`src/hpio_params.svh`:
```
// constants for the host bus parallel i/o port
`ifndef HPIO_PARAMS_SVH
`define HPIO_PARAMS_SVH
// ----------------------------------------------------------------
// register indexes (byte address is four times the index)
// ----------------------------------------------------------------
`define HPIO_IDX_CSR 5'd0
`define HPIO_IDX_OUTW 5'd2
`define HPIO_IDX_OUTX 5'd4
`define HPIO_IDX_IN0 5'd6
`define HPIO_IDX_IN1 5'd8
`define HPIO_IDX_IN2 5'd10
`define HPIO_IDX_ISTAT 5'd12
`define HPIO_IDX_ICLR 5'd14
`define HPIO_IDX_IEN 5'd16
`define HPIO_IDX_STBW 5'd18
// ----------------------------------------------------------------
// field positions
// ----------------------------------------------------------------
`define HPIO_CSR_FLAG 7
`define HPIO_CSR_IEN 6
`define HPIO_CSR_ST0 11
`define HPIO_CSR_ST1 13
`define HPIO_CSR_ST2 14
`define HPIO_SRC_RX 0
`define HPIO_SRC_TX 1
// synchronised pin vector layout
`define HPIO_PIN_W 40
`define HPIO_P_RXR 34
`define HPIO_P_TXR 35
`define HPIO_P_GNT 39
// ----------------------------------------------------------------
// timing
// ----------------------------------------------------------------
`define HPIO_CLK_NS 10
`define HPIO_STB_NS 100
`define HPIO_STB_CYC ((`HPIO_STB_NS + `HPIO_CLK_NS - 1) / `HPIO_CLK_NS)
`endif

```
`src/hpio_pkg.sv`:
```
// types for the host bus parallel i/o port
package hpio_pkg;
  // interrupt controller states
  typedef enum logic [1:0] {
    HPIO_IC_IDLE = 2'b00,
    HPIO_IC_REQ = 2'b01,
    HPIO_IC_VEC = 2'b10,
    HPIO_IC_DONE = 2'b11
  } hpio_ic_t;

  // whole block state
  typedef struct packed {
    logic [39:0] pin_s1;
    logic [39:0] pin_s2;
    logic [39:0] pin_s3;
    logic [39:0] pin_f;
    logic [1:0] rdy_prev;
    logic [7:0] out_lo;
    logic [7:0] out_hi;
    logic [7:0] out_ext;
    logic [7:0] stb_width;
    logic [1:0] irq_stat;
    logic [1:0] irq_en;
    logic [1:0] pend;
    hpio_ic_t icst;
    logic vec_src;
    logic [7:0] tx_cnt;
    logic [7:0] rx_cnt;
    logic tx_stb;
    logic rx_stb;
    logic [31:0] prdata;
    logic pready;
    logic pslverr;
    logic irq;
    logic bus_req;
    logic [8:0] vector;
    logic vec_vld;
    logic grant_out;
  } hpio_state_t;
endpackage : hpio_pkg

```
`src/hpio_top.sv`:
```
// parallel i/o port: apb registers, instrument pins, interrupt controller
`timescale 1ns/100ps
`include "hpio_params.svh"

module hpio_top #(
  parameter logic [17:0] BASE_ADDR = 18'h0_0000,
  // vector base bits 8:2, value arbitrary
  parameter logic [6:0] VEC_BASE = 7'h10
) (
  // clock, reset, enable
  input wire logic CLK,
  input wire logic RSTN,
  input wire logic CE,
  // apb slave
  input wire logic PSEL,
  input wire logic PENABLE,
  input wire logic PWRITE,
  input wire logic [17:0] PADDR,
  input wire logic [31:0] PWDATA,
  input wire logic [3:0] PSTRB,
  output logic [31:0] PRDATA,
  output logic PREADY,
  output logic PSLVERR,
  // system bus initialize
  input wire logic BUS_INIT,
  // instrument side
  input wire logic [33:0] IN_DATA,
  input wire logic RX_READY,
  input wire logic TX_READY,
  input wire logic [2:0] USER_STATUS,
  output logic [23:0] CTRL_OUT,
  output logic TX_STROBE,
  output logic RX_STROBE,
  // interrupt lines and controller
  output logic RX_IRQ_REQUEST,
  output logic RX_IRQ_ENABLE,
  output logic TX_IRQ_REQUEST,
  output logic TX_IRQ_ENABLE,
  output logic IRQ,
  output logic BUS_REQ,
  input wire logic GRANT_IN,
  output logic GRANT_OUT,
  output logic [8:0] VECTOR,
  output logic VECTOR_VALID
);

  // ----------------------------------------------------------------
  // reset release
  // ----------------------------------------------------------------
  logic [1:0] rst_q; // release shifter
  logic rst_n; // synchronised reset

  // assert at once, release after two edges
  always_ff @(posedge CLK or negedge RSTN) begin
    if (!RSTN) begin
      rst_q <= 2'b00;
    end else begin
      rst_q <= {rst_q[0], 1'b1};
    end
  end
  assign rst_n = rst_q[1];

  // ----------------------------------------------------------------
  // state and decode terms
  // ----------------------------------------------------------------
  hpio_pkg::hpio_state_t st; // registered state
  hpio_pkg::hpio_state_t next_st; // next state
  logic [4:0] ix; // word index
  logic hit; // address belongs to us
  logic setup; // apb setup cycle
  logic wr; // write completes this edge
  logic [31:0] rdat; // read mux
  logic [39:0] agree; // second and third stage agree
  logic [1:0] rdy_rise; // ready events
  logic [1:0] clr; // clear requests
  logic [7:0] wmin; // strobe width, at least one
  logic slice_end; // last input slice read

  assign ix = PADDR[6:2];
  assign setup = PSEL & ~PENABLE;
  assign wr = PSEL & PENABLE & st.pready & PWRITE & hit;
  assign agree = ~(st.pin_s2 ^ st.pin_s3);
  assign wmin = (st.stb_width == 8'h00) ? 8'h01 : st.stb_width;

  // full address plus alignment must match one register
  always_comb begin
    hit = 1'b0;
    if (PADDR[17:7] != BASE_ADDR[17:7] || PADDR[1:0] != 2'b00) begin
      hit = 1'b0;
    end else if (ix == `HPIO_IDX_CSR || ix == `HPIO_IDX_OUTW) begin
      hit = 1'b1;
    end else if (ix == `HPIO_IDX_OUTX || ix == `HPIO_IDX_IN0) begin
      hit = 1'b1;
    end else if (ix == `HPIO_IDX_IN1 || ix == `HPIO_IDX_IN2) begin
      hit = 1'b1;
    end else if (ix == `HPIO_IDX_ISTAT || ix == `HPIO_IDX_ICLR) begin
      hit = 1'b1;
    end else if (ix == `HPIO_IDX_IEN || ix == `HPIO_IDX_STBW) begin
      hit = 1'b1;
    end
  end

  // read mux: one select per index except ICLR, which reads zero
  always_comb begin
    rdat = 32'h0000_0000;
    if (ix == `HPIO_IDX_CSR) begin
      rdat[`HPIO_CSR_ST0] = st.pin_f[36];
      rdat[`HPIO_CSR_ST1] = st.pin_f[37];
      rdat[`HPIO_CSR_ST2] = st.pin_f[38];
      rdat[`HPIO_CSR_FLAG] = st.irq_stat[`HPIO_SRC_TX];
      rdat[`HPIO_CSR_IEN] = st.irq_en[`HPIO_SRC_TX];
    end else if (ix == `HPIO_IDX_OUTW) begin
      rdat[15:0] = {st.out_hi, st.out_lo};
    end else if (ix == `HPIO_IDX_OUTX) begin
      rdat[7:0] = st.out_ext;
    end else if (ix == `HPIO_IDX_IN0) begin
      rdat[11:0] = st.pin_f[11:0];
    end else if (ix == `HPIO_IDX_IN1) begin
      rdat[15:0] = st.pin_f[27:12];
    end else if (ix == `HPIO_IDX_IN2) begin
      rdat[5:0] = st.pin_f[33:28];
    end else if (ix == `HPIO_IDX_ISTAT) begin
      rdat[1:0] = st.irq_stat;
    end else if (ix == `HPIO_IDX_IEN) begin
      rdat[1:0] = st.irq_en;
    end else if (ix == `HPIO_IDX_STBW) begin
      rdat[7:0] = st.stb_width;
    end
  end

  // ----------------------------------------------------------------
  // next state
  // ----------------------------------------------------------------
  always_comb begin
    next_st = st;
    rdy_rise = 2'b00;
    clr = 2'b00;
    slice_end = 1'b0;
    if (CE) begin
      // pins pass three stages; a change counts once two agree
      next_st.pin_s1 = {GRANT_IN, USER_STATUS, TX_READY, RX_READY,
                        IN_DATA};
      next_st.pin_s2 = st.pin_s1;
      next_st.pin_s3 = st.pin_s2;
      next_st.pin_f = (st.pin_s2 & agree) | (st.pin_f & ~agree);
      // ready edges become sticky events
      next_st.rdy_prev = {st.pin_f[`HPIO_P_TXR], st.pin_f[`HPIO_P_RXR]};
      rdy_rise = {st.pin_f[`HPIO_P_TXR], st.pin_f[`HPIO_P_RXR]}
                 & ~st.rdy_prev;
      // apb answers in the first access cycle, data from a flop
      next_st.pready = setup;
      next_st.pslverr = setup & ~hit;
      next_st.prdata = (setup & ~PWRITE & hit) ? rdat
                       : 32'h0000_0000;
      slice_end = PSEL & PENABLE & st.pready & ~PWRITE & hit
                  & (ix == `HPIO_IDX_IN2);
      // register writes land at the completing access edge
      if (wr && ix == `HPIO_IDX_OUTW) begin
        if (PSTRB[0]) begin
          next_st.out_lo = PWDATA[7:0];
        end
        if (PSTRB[1]) begin
          next_st.out_hi = PWDATA[15:8];
        end
      end
      if (wr && ix == `HPIO_IDX_OUTX && PSTRB[0]) begin
        next_st.out_ext = PWDATA[7:0];
      end
      if (wr && ix == `HPIO_IDX_CSR && PSTRB[0]) begin
        next_st.irq_en[`HPIO_SRC_TX] = PWDATA[`HPIO_CSR_IEN];
      end
      if (wr && ix == `HPIO_IDX_IEN && PSTRB[0]) begin
        next_st.irq_en = PWDATA[1:0];
      end
      if (wr && ix == `HPIO_IDX_STBW && PSTRB[0]) begin
        next_st.stb_width = PWDATA[7:0];
      end
      if (wr && ix == `HPIO_IDX_ICLR && PSTRB[0]) begin
        clr = PWDATA[1:0];
      end
      // an event in the clearing cycle still sets its bit
      next_st.irq_stat = (st.irq_stat & ~clr) | rdy_rise;
      next_st.pend = (st.pend & ~clr) | rdy_rise;
      next_st.irq = |(st.irq_stat & st.irq_en);
      // output one-shot fires on any apb update of the output registers
      if (wr && (ix == `HPIO_IDX_OUTW || ix == `HPIO_IDX_OUTX)
          && (PSTRB[1:0] != 2'b00)) begin
        next_st.tx_stb = 1'b1;
        next_st.tx_cnt = wmin - 8'h01;
      end else if (st.tx_cnt != 8'h00) begin
        next_st.tx_cnt = st.tx_cnt - 8'h01;
      end else begin
        next_st.tx_stb = 1'b0;
      end
      // input one-shot tells the instrument its word was taken
      if (slice_end) begin
        next_st.rx_stb = 1'b1;
        next_st.rx_cnt = wmin - 8'h01;
      end else if (st.rx_cnt != 8'h00) begin
        next_st.rx_cnt = st.rx_cnt - 8'h01;
      end else begin
        next_st.rx_stb = 1'b0;
      end
      // interrupt controller: request, take grant, present vector
      next_st.vec_vld = 1'b0;
      case (st.icst)
        hpio_pkg::HPIO_IC_IDLE: begin
          if ((st.pend & st.irq_en) != 2'b00) begin
            next_st.bus_req = 1'b1;
            next_st.vec_src = ~(st.pend[0] & st.irq_en[0]);
            next_st.icst = hpio_pkg::HPIO_IC_REQ;
          end
        end
        hpio_pkg::HPIO_IC_REQ: begin
          if (st.pin_f[`HPIO_P_GNT]) begin
            next_st.vector = {VEC_BASE + {6'h00, st.vec_src}, 2'b00};
            next_st.vec_vld = 1'b1;
            next_st.icst = hpio_pkg::HPIO_IC_VEC;
          end
        end
        hpio_pkg::HPIO_IC_VEC: begin
          next_st.bus_req = 1'b0;
          next_st.pend[st.vec_src] = rdy_rise[st.vec_src];
          next_st.icst = hpio_pkg::HPIO_IC_DONE;
        end
        hpio_pkg::HPIO_IC_DONE: begin
          // wait for the grant to drop before asking again
          if (!st.pin_f[`HPIO_P_GNT]) begin
            next_st.icst = hpio_pkg::HPIO_IC_IDLE;
          end
        end
        default: begin
          next_st.icst = hpio_pkg::HPIO_IC_IDLE;
        end
      endcase
      // daisy chain: pass the grant on only when not asking
      next_st.grant_out = st.pin_f[`HPIO_P_GNT]
                          & (st.icst == hpio_pkg::HPIO_IC_IDLE)
                          & ~next_st.bus_req;
      // bus initialize wins over the output, enable, pending, status and request updates above
      if (BUS_INIT) begin
        next_st.out_lo = 8'h00;
        next_st.out_hi = 8'h00;
        next_st.out_ext = 8'h00;
        next_st.irq_en = 2'b00;
        next_st.pend = 2'b00;
        next_st.irq_stat = 2'b00;
        next_st.bus_req = 1'b0;
        next_st.icst = hpio_pkg::HPIO_IC_IDLE;
      end
    end
  end

  // state register; reset takes constants only
  always_ff @(posedge CLK or negedge rst_n) begin
    if (!rst_n) begin
      st <= '0;
      st.stb_width <= 8'(`HPIO_STB_CYC);
    end else begin
      st <= next_st;
    end
  end

  // ----------------------------------------------------------------
  // outputs, all straight from flops
  // ----------------------------------------------------------------
  assign PRDATA = st.prdata;
  assign PREADY = st.pready;
  assign PSLVERR = st.pslverr;
  assign CTRL_OUT = {st.out_ext, st.out_hi, st.out_lo};
  assign TX_STROBE = st.tx_stb;
  assign RX_STROBE = st.rx_stb;
  assign RX_IRQ_REQUEST = st.irq_stat[`HPIO_SRC_RX];
  assign RX_IRQ_ENABLE = st.irq_en[`HPIO_SRC_RX];
  assign TX_IRQ_REQUEST = st.irq_stat[`HPIO_SRC_TX];
  assign TX_IRQ_ENABLE = st.irq_en[`HPIO_SRC_TX];
  assign IRQ = st.irq;
  assign BUS_REQ = st.bus_req;
  assign GRANT_OUT = st.grant_out;
  assign VECTOR = st.vector;
  assign VECTOR_VALID = st.vec_vld;

  // ----------------------------------------------------------------
  // checks
  // ----------------------------------------------------------------
  property p_slice0;
    @(posedge CLK) disable iff (!rst_n || !CE)
    (setup && hit && !PWRITE && ix == `HPIO_IDX_IN0)
      |=> PRDATA == {20'h0_0000, $past(st.pin_f[11:0])};
  endproperty
  a_slice0: assert property (p_slice0) else $error("slice 0 wrong");

  property p_idle_data;
    @(posedge CLK) disable iff (!rst_n || !CE)
    !PREADY |-> PRDATA == 32'h0000_0000;
  endproperty
  a_idle_data: assert property (p_idle_data) else $error("data leak");

  property p_byte_hi;
    @(posedge CLK) disable iff (!rst_n || !CE)
    (wr && !BUS_INIT && ix == `HPIO_IDX_OUTW && PSTRB == 4'b0010)
      |=> CTRL_OUT[15:8] == $past(PWDATA[15:8])
          && CTRL_OUT[7:0] == $past(CTRL_OUT[7:0]);
  endproperty
  a_byte_hi: assert property (p_byte_hi) else $error("high byte");

  property p_word;
    @(posedge CLK) disable iff (!rst_n || !CE)
    (wr && !BUS_INIT && ix == `HPIO_IDX_OUTW && PSTRB == 4'b0011)
      |=> CTRL_OUT[15:0] == $past(PWDATA[15:0]) ##0 TX_STROBE;
  endproperty
  a_word: assert property (p_word) else $error("word write");

  property p_width;
    @(posedge CLK) disable iff (!rst_n || !CE)
    $rose(TX_STROBE) && st.stb_width == 8'h03
      |-> TX_STROBE [*3] ##1 !TX_STROBE;
  endproperty
  a_width: assert property (p_width) else $error("strobe width");

  property p_tx_irq;
    @(posedge CLK) disable iff (!rst_n || !CE || BUS_INIT)
    (TX_IRQ_REQUEST && TX_IRQ_ENABLE) |=> IRQ;
  endproperty
  a_tx_irq: assert property (p_tx_irq) else $error("irq missing");

  property p_vector;
    @(posedge CLK) disable iff (!rst_n || !CE)
    VECTOR_VALID |-> BUS_REQ && VECTOR[1:0] == 2'b00 && $past(BUS_REQ);
  endproperty
  a_vector: assert property (p_vector) else $error("vector");

  property p_chain;
    @(posedge CLK) disable iff (!rst_n || !CE)
    GRANT_OUT |-> !BUS_REQ;
  endproperty
  a_chain: assert property (p_chain) else $error("grant passed");

  property p_init;
    @(posedge CLK) disable iff (!rst_n || !CE)
    BUS_INIT |=> CTRL_OUT == 24'h00_0000 && !RX_IRQ_ENABLE
                 && !TX_IRQ_ENABLE && !BUS_REQ;
  endproperty
  a_init: assert property (p_init) else $error("init");

endmodule : hpio_top

```
`config.mk`:
```
export PLATFORM = sky130hd
export DESIGN_NAME = hpio_top
export DESIGN_NICKNAME = d
export VERILOG_FILES = /design/src/hpio_pkg.sv /design/src/hpio_top.sv
export VERILOG_INCLUDE_DIRS = /design/src /design/src/src
export SDC_FILE = /design/constraint.sdc
export NUM_CORES = 1
export LEC_CHECK = 0
export BUFFER_PORTS_ARGS = -buffer_cell sky130_fd_sc_hd__buf_4
export CELL_PAD_IN_SITES_DETAIL_PLACEMENT = 0
export CELL_PAD_IN_SITES_GLOBAL_PLACEMENT = 1
export CORE_MARGIN = 1.5
export CORE_UTILIZATION = 40
export DETAILED_ROUTE_END_ITERATION = 6
export HOLD_SLACK_MARGIN = 0.1
export PLACE_DENSITY_LB_ADDON = 0.1
export REMOVE_ABC_BUFFERS = 1
export SLEW_MARGIN = 20
export SYNTH_ARGS = -nofsm -noshare
export SYNTH_HDL_FRONTEND = slang
export SYNTH_SLANG_ARGS = --single-unit
```
`constraint.sdc`:
```
create_clock -name CLK -period 6.7 [get_ports CLK]
set_input_delay 0.67 -clock CLK [delete_from_list [all_inputs] [get_ports CLK]]
set_output_delay 0.67 -clock CLK [all_outputs]
set_load 0.03 [all_outputs]
```
==> out/results.tsv <==
metric	value	unit
hold_sp	PWDATA[12]	
# resized after CTS	0	
Critical Path Sink Type	flip-flop	
Setup violations, final	0	
max_cap viols	0	
Antenna Cells	0	
H-tree depth	1	
Setup WS pre-CTS	3.13	ns
r2r endpoint	st[61]$_DFFE_PN0P_	
fmax	333	MHz
Layout area overhead	16.8	%
hold_ws	0.335	ns
largest net degree at the start of global routing	100	
CTS tree	built	
Power Density	309	nW/um2
ranking of synthesized cells by area	dfrtp_1, mux2_2, o21ai_0	
Clock Tree Buf Depth	3	
port bufs	136	
Inserted Clock Buffers	28	
Max VDD drop	0.000197	V
GRT Residual Overflow	0	
register share of total power	47.1	%
switching part of the total	28.0	%
FF-to-FF path depth	7	
asr flop ratio synth	100	%
Worst Path Arrival	3.46	ns
max_slew headroom	28.0	%
Startpoint Class	input port	
Die Ht	173	um
post-DR wirelength/cell	18.3	um
kind of critical path	in -> reg	
Synth Instances	1081	
Root Driver	clkbuf_16	
status	finished, final reports clean	
Final TNS setup	0	ns
remaining antenna violation count after routing	0	
die width	173	um
number of enable flip-flop cells after synthesis	0	
initial antenna violation count	0	
worst skew pair latency	0.55	ns
IO Count	178	
Main synth FF type	dfrtp_1	
sequential share of the synthesized area	53.2	%
post-synth top area cell	dfrtp_1	
Net count, final	1270	
sw power	0.00117	W
final setup margin	3.70	ns
Worst Tran Pin Value	1.08	ns
RSZ-0062 raised after global routing	no	
post-CTS setup buffers	0	
P_leak	6.13	nW
first-pass GRT wire length	45.6	mm
Critical Path Max Stage Delay	0.74	ns
flops & latches, synth	247	
layout cell share with drive strength beyond 1	25.4	%
Post-Syn Area	11600	um2
worst-path fanout max	22	
Internal	0.00302	W
Vias/cell	5.33	
min cycle time layout	3.00	ns
syn_area_per_cell	10.7	um2
Critical-path top delay cell	nor4_4	
Slew Viols, Final	0	
core area	28600	um2
WP buf/inv	1	
total track usage	19.1	%
WHS Path Cells	2	
reg2reg setup slack	4.15	ns
Final period util	44.8	%
1st-pass router iterations	4	
synth unique cells	71	
Hold Fails Final Rpt	0	
Logic pwr share	15.0	%
CTS sink count	247	
CP delay by family, top	simple AND/OR/NAND/NOR gates	
CP most frequent cell	nand2_1	
clk slew on worst S/H paths	0.06	ns
Post-Route WL	28.6	mm
vias in the first global route	7983	
final-layout fill cell count	2664	
synthesis warning total	0	
DRC violations left	0	
commonest non-fill, non-tap cell in the layout	dfrtp_1	
Design Area, Final	13600	um2
crit-path cells	buf_4, o21ai_0, nand2_1, nor4_4, nand2_1, o32ai_1	
worst clock skew	0.00760	ns
worst hold path class	in -> reg	
hold_buf cts	1	
clock share of power	37.9	%
num rows	62	
gp weighted congestion	0.791	
Initial Util	40.6	%
Final HPWL DP	19.0	mm
WHS Endpoint	CTRL_OUT[12]$_DFFE_PN0P_	
Required @ worst endpoint	7.15	ns
most frequent cells in the layout	dfrtp_1, o21ai_0, buf_4	
die area	30100	um2
DRT iter0 DRCs	482	
Placed Area	12600	um2
r2r startpoint	st[76]$_DFFE_PN0P_	
via count	8348	
Synth top area share	52.8	%
## worst reg2reg max path, delay by kind of cell (launching register included)
family                     cells  cell delay, ns
and+or+nand+nor                3            0.73
AOI/OAI and AO/OA              2            0.65
DFF                            1            0.46
adders and majority gates      1            0.31
xor gates and xnor gates       1            0.27
## final cells by class
cell class	count	area, um2	area share (%)
Clock buffer	45	835	6.15
Clock inverter	7	135	0.997
Inverter	64	241	1.78
Multi-Input combinational cell	673	4580	33.8
Sequential cell	247	6190	45.6
Tap cell	384	480	3.54
Timing Repair Buffer	145	1100	8.09
## metal layers
metal  wire (um)  part of all wire (%)  GRT usage [%]  up-vias
li1            -                     -              -     3942
met1       13400                    47           27.0     4154
met2       13100                    46           30.0      210
met3        1470                   5.1           3.36       42
met4         706                   2.5           5.47        0
met5           0                     0              0        -
## kinds of logic (layout without fill, tap and decap cells)
logic type / after synthesis / in the layout / share of synthesized area, %
AO/OA/AOI/OAI: 326 / 326 / 17.2
flip-flops: 247 / 247 / 53.2
AND/OR/NAND/NOR: 195 / 195 / 9.19
buffers and inverters: 183 / 261 / 8.04
multiplexers: 114 / 114 / 10.9
adder cells (fa/ha/maj): 10 / 10 / 1.08
XOR/XNOR: 4 / 4 / 0.302
other: 2 / 24 / 0.0647
## how the worst max path moves through the flow
stage,startpoint,slack [ns],to,depth (start not counted)
after floorplan,rst_q[1]$_DFF_PN0_,-0.69,BUS_REQ$_DFFE_PN0P_,0
after global placement,PADDR[4],3.18,PRDATA[0]$_DFFE_PN0P_,6
after detailed placement,PADDR[4],3.13,PRDATA[2]$_DFFE_PN0P_,6
after CTS,PADDR[4],3.75,PRDATA[0]$_DFFE_PN0P_,6
after global routing,PADDR[4],3.56,PRDATA[2]$_DFFE_PN0P_,6
final,PADDR[4],3.70,PRDATA[2]$_DFFE_PN0P_,6
## power groups by stage
stage / Combinational [W] / Clock [W] / Sequential [W]
6_report: 0.000627 / 0.00159 / 0.00198
5_1_grt: 0.000712 / 0.00169 / 0.00202
4_1_cts: 0.000636 / 0.00163 / 0.00198
3_5_place_dp: 0.000634 / 0 / 0.00200
3_3_place_gp: 0.000616 / 0 / 0.00199
2_1_floorplan: 0.000409 / 0 / 0.00197
## synthesized netlist by cell type (5+ instances only)
master / instances
buf_1: 5
dfrtp_1: 245
nor3b_1: 6
mux2_2: 94
nor3_1: 15
clkbuf_1: 47
o22ai_1: 6
and2_1: 5
a22o_1: 33
a21oi_1: 57
nand3_1: 10
a31oi_1: 6
nand2_1: 68
nor2b_1: 5
nor2_1: 26
o21ai_0: 150
or4_1: 5
or3_1: 10
buf_4: 65
nand2b_1: 7
mux2i_1: 19
inv_1: 63
nor4_1: 8
a2bb2oi_1: 7
a22oi_1: 23
o2bb2ai_1: 13
ha_1: 10
## per-stage QoR
step	utilization [%]	cells	total power (W)
3_3_place_gp	43.9	1512	0.00261
2_1_floorplan	-	984	0.00238
4_1_cts	47.4	1565	0.00425
5_1_grt	47.4	1565	0.00442
6_report	47.4	1565	0.00419
3_5_place_dp	43.9	1512	0.00263
No activity file was read; power rests on OpenSTA's default activity.
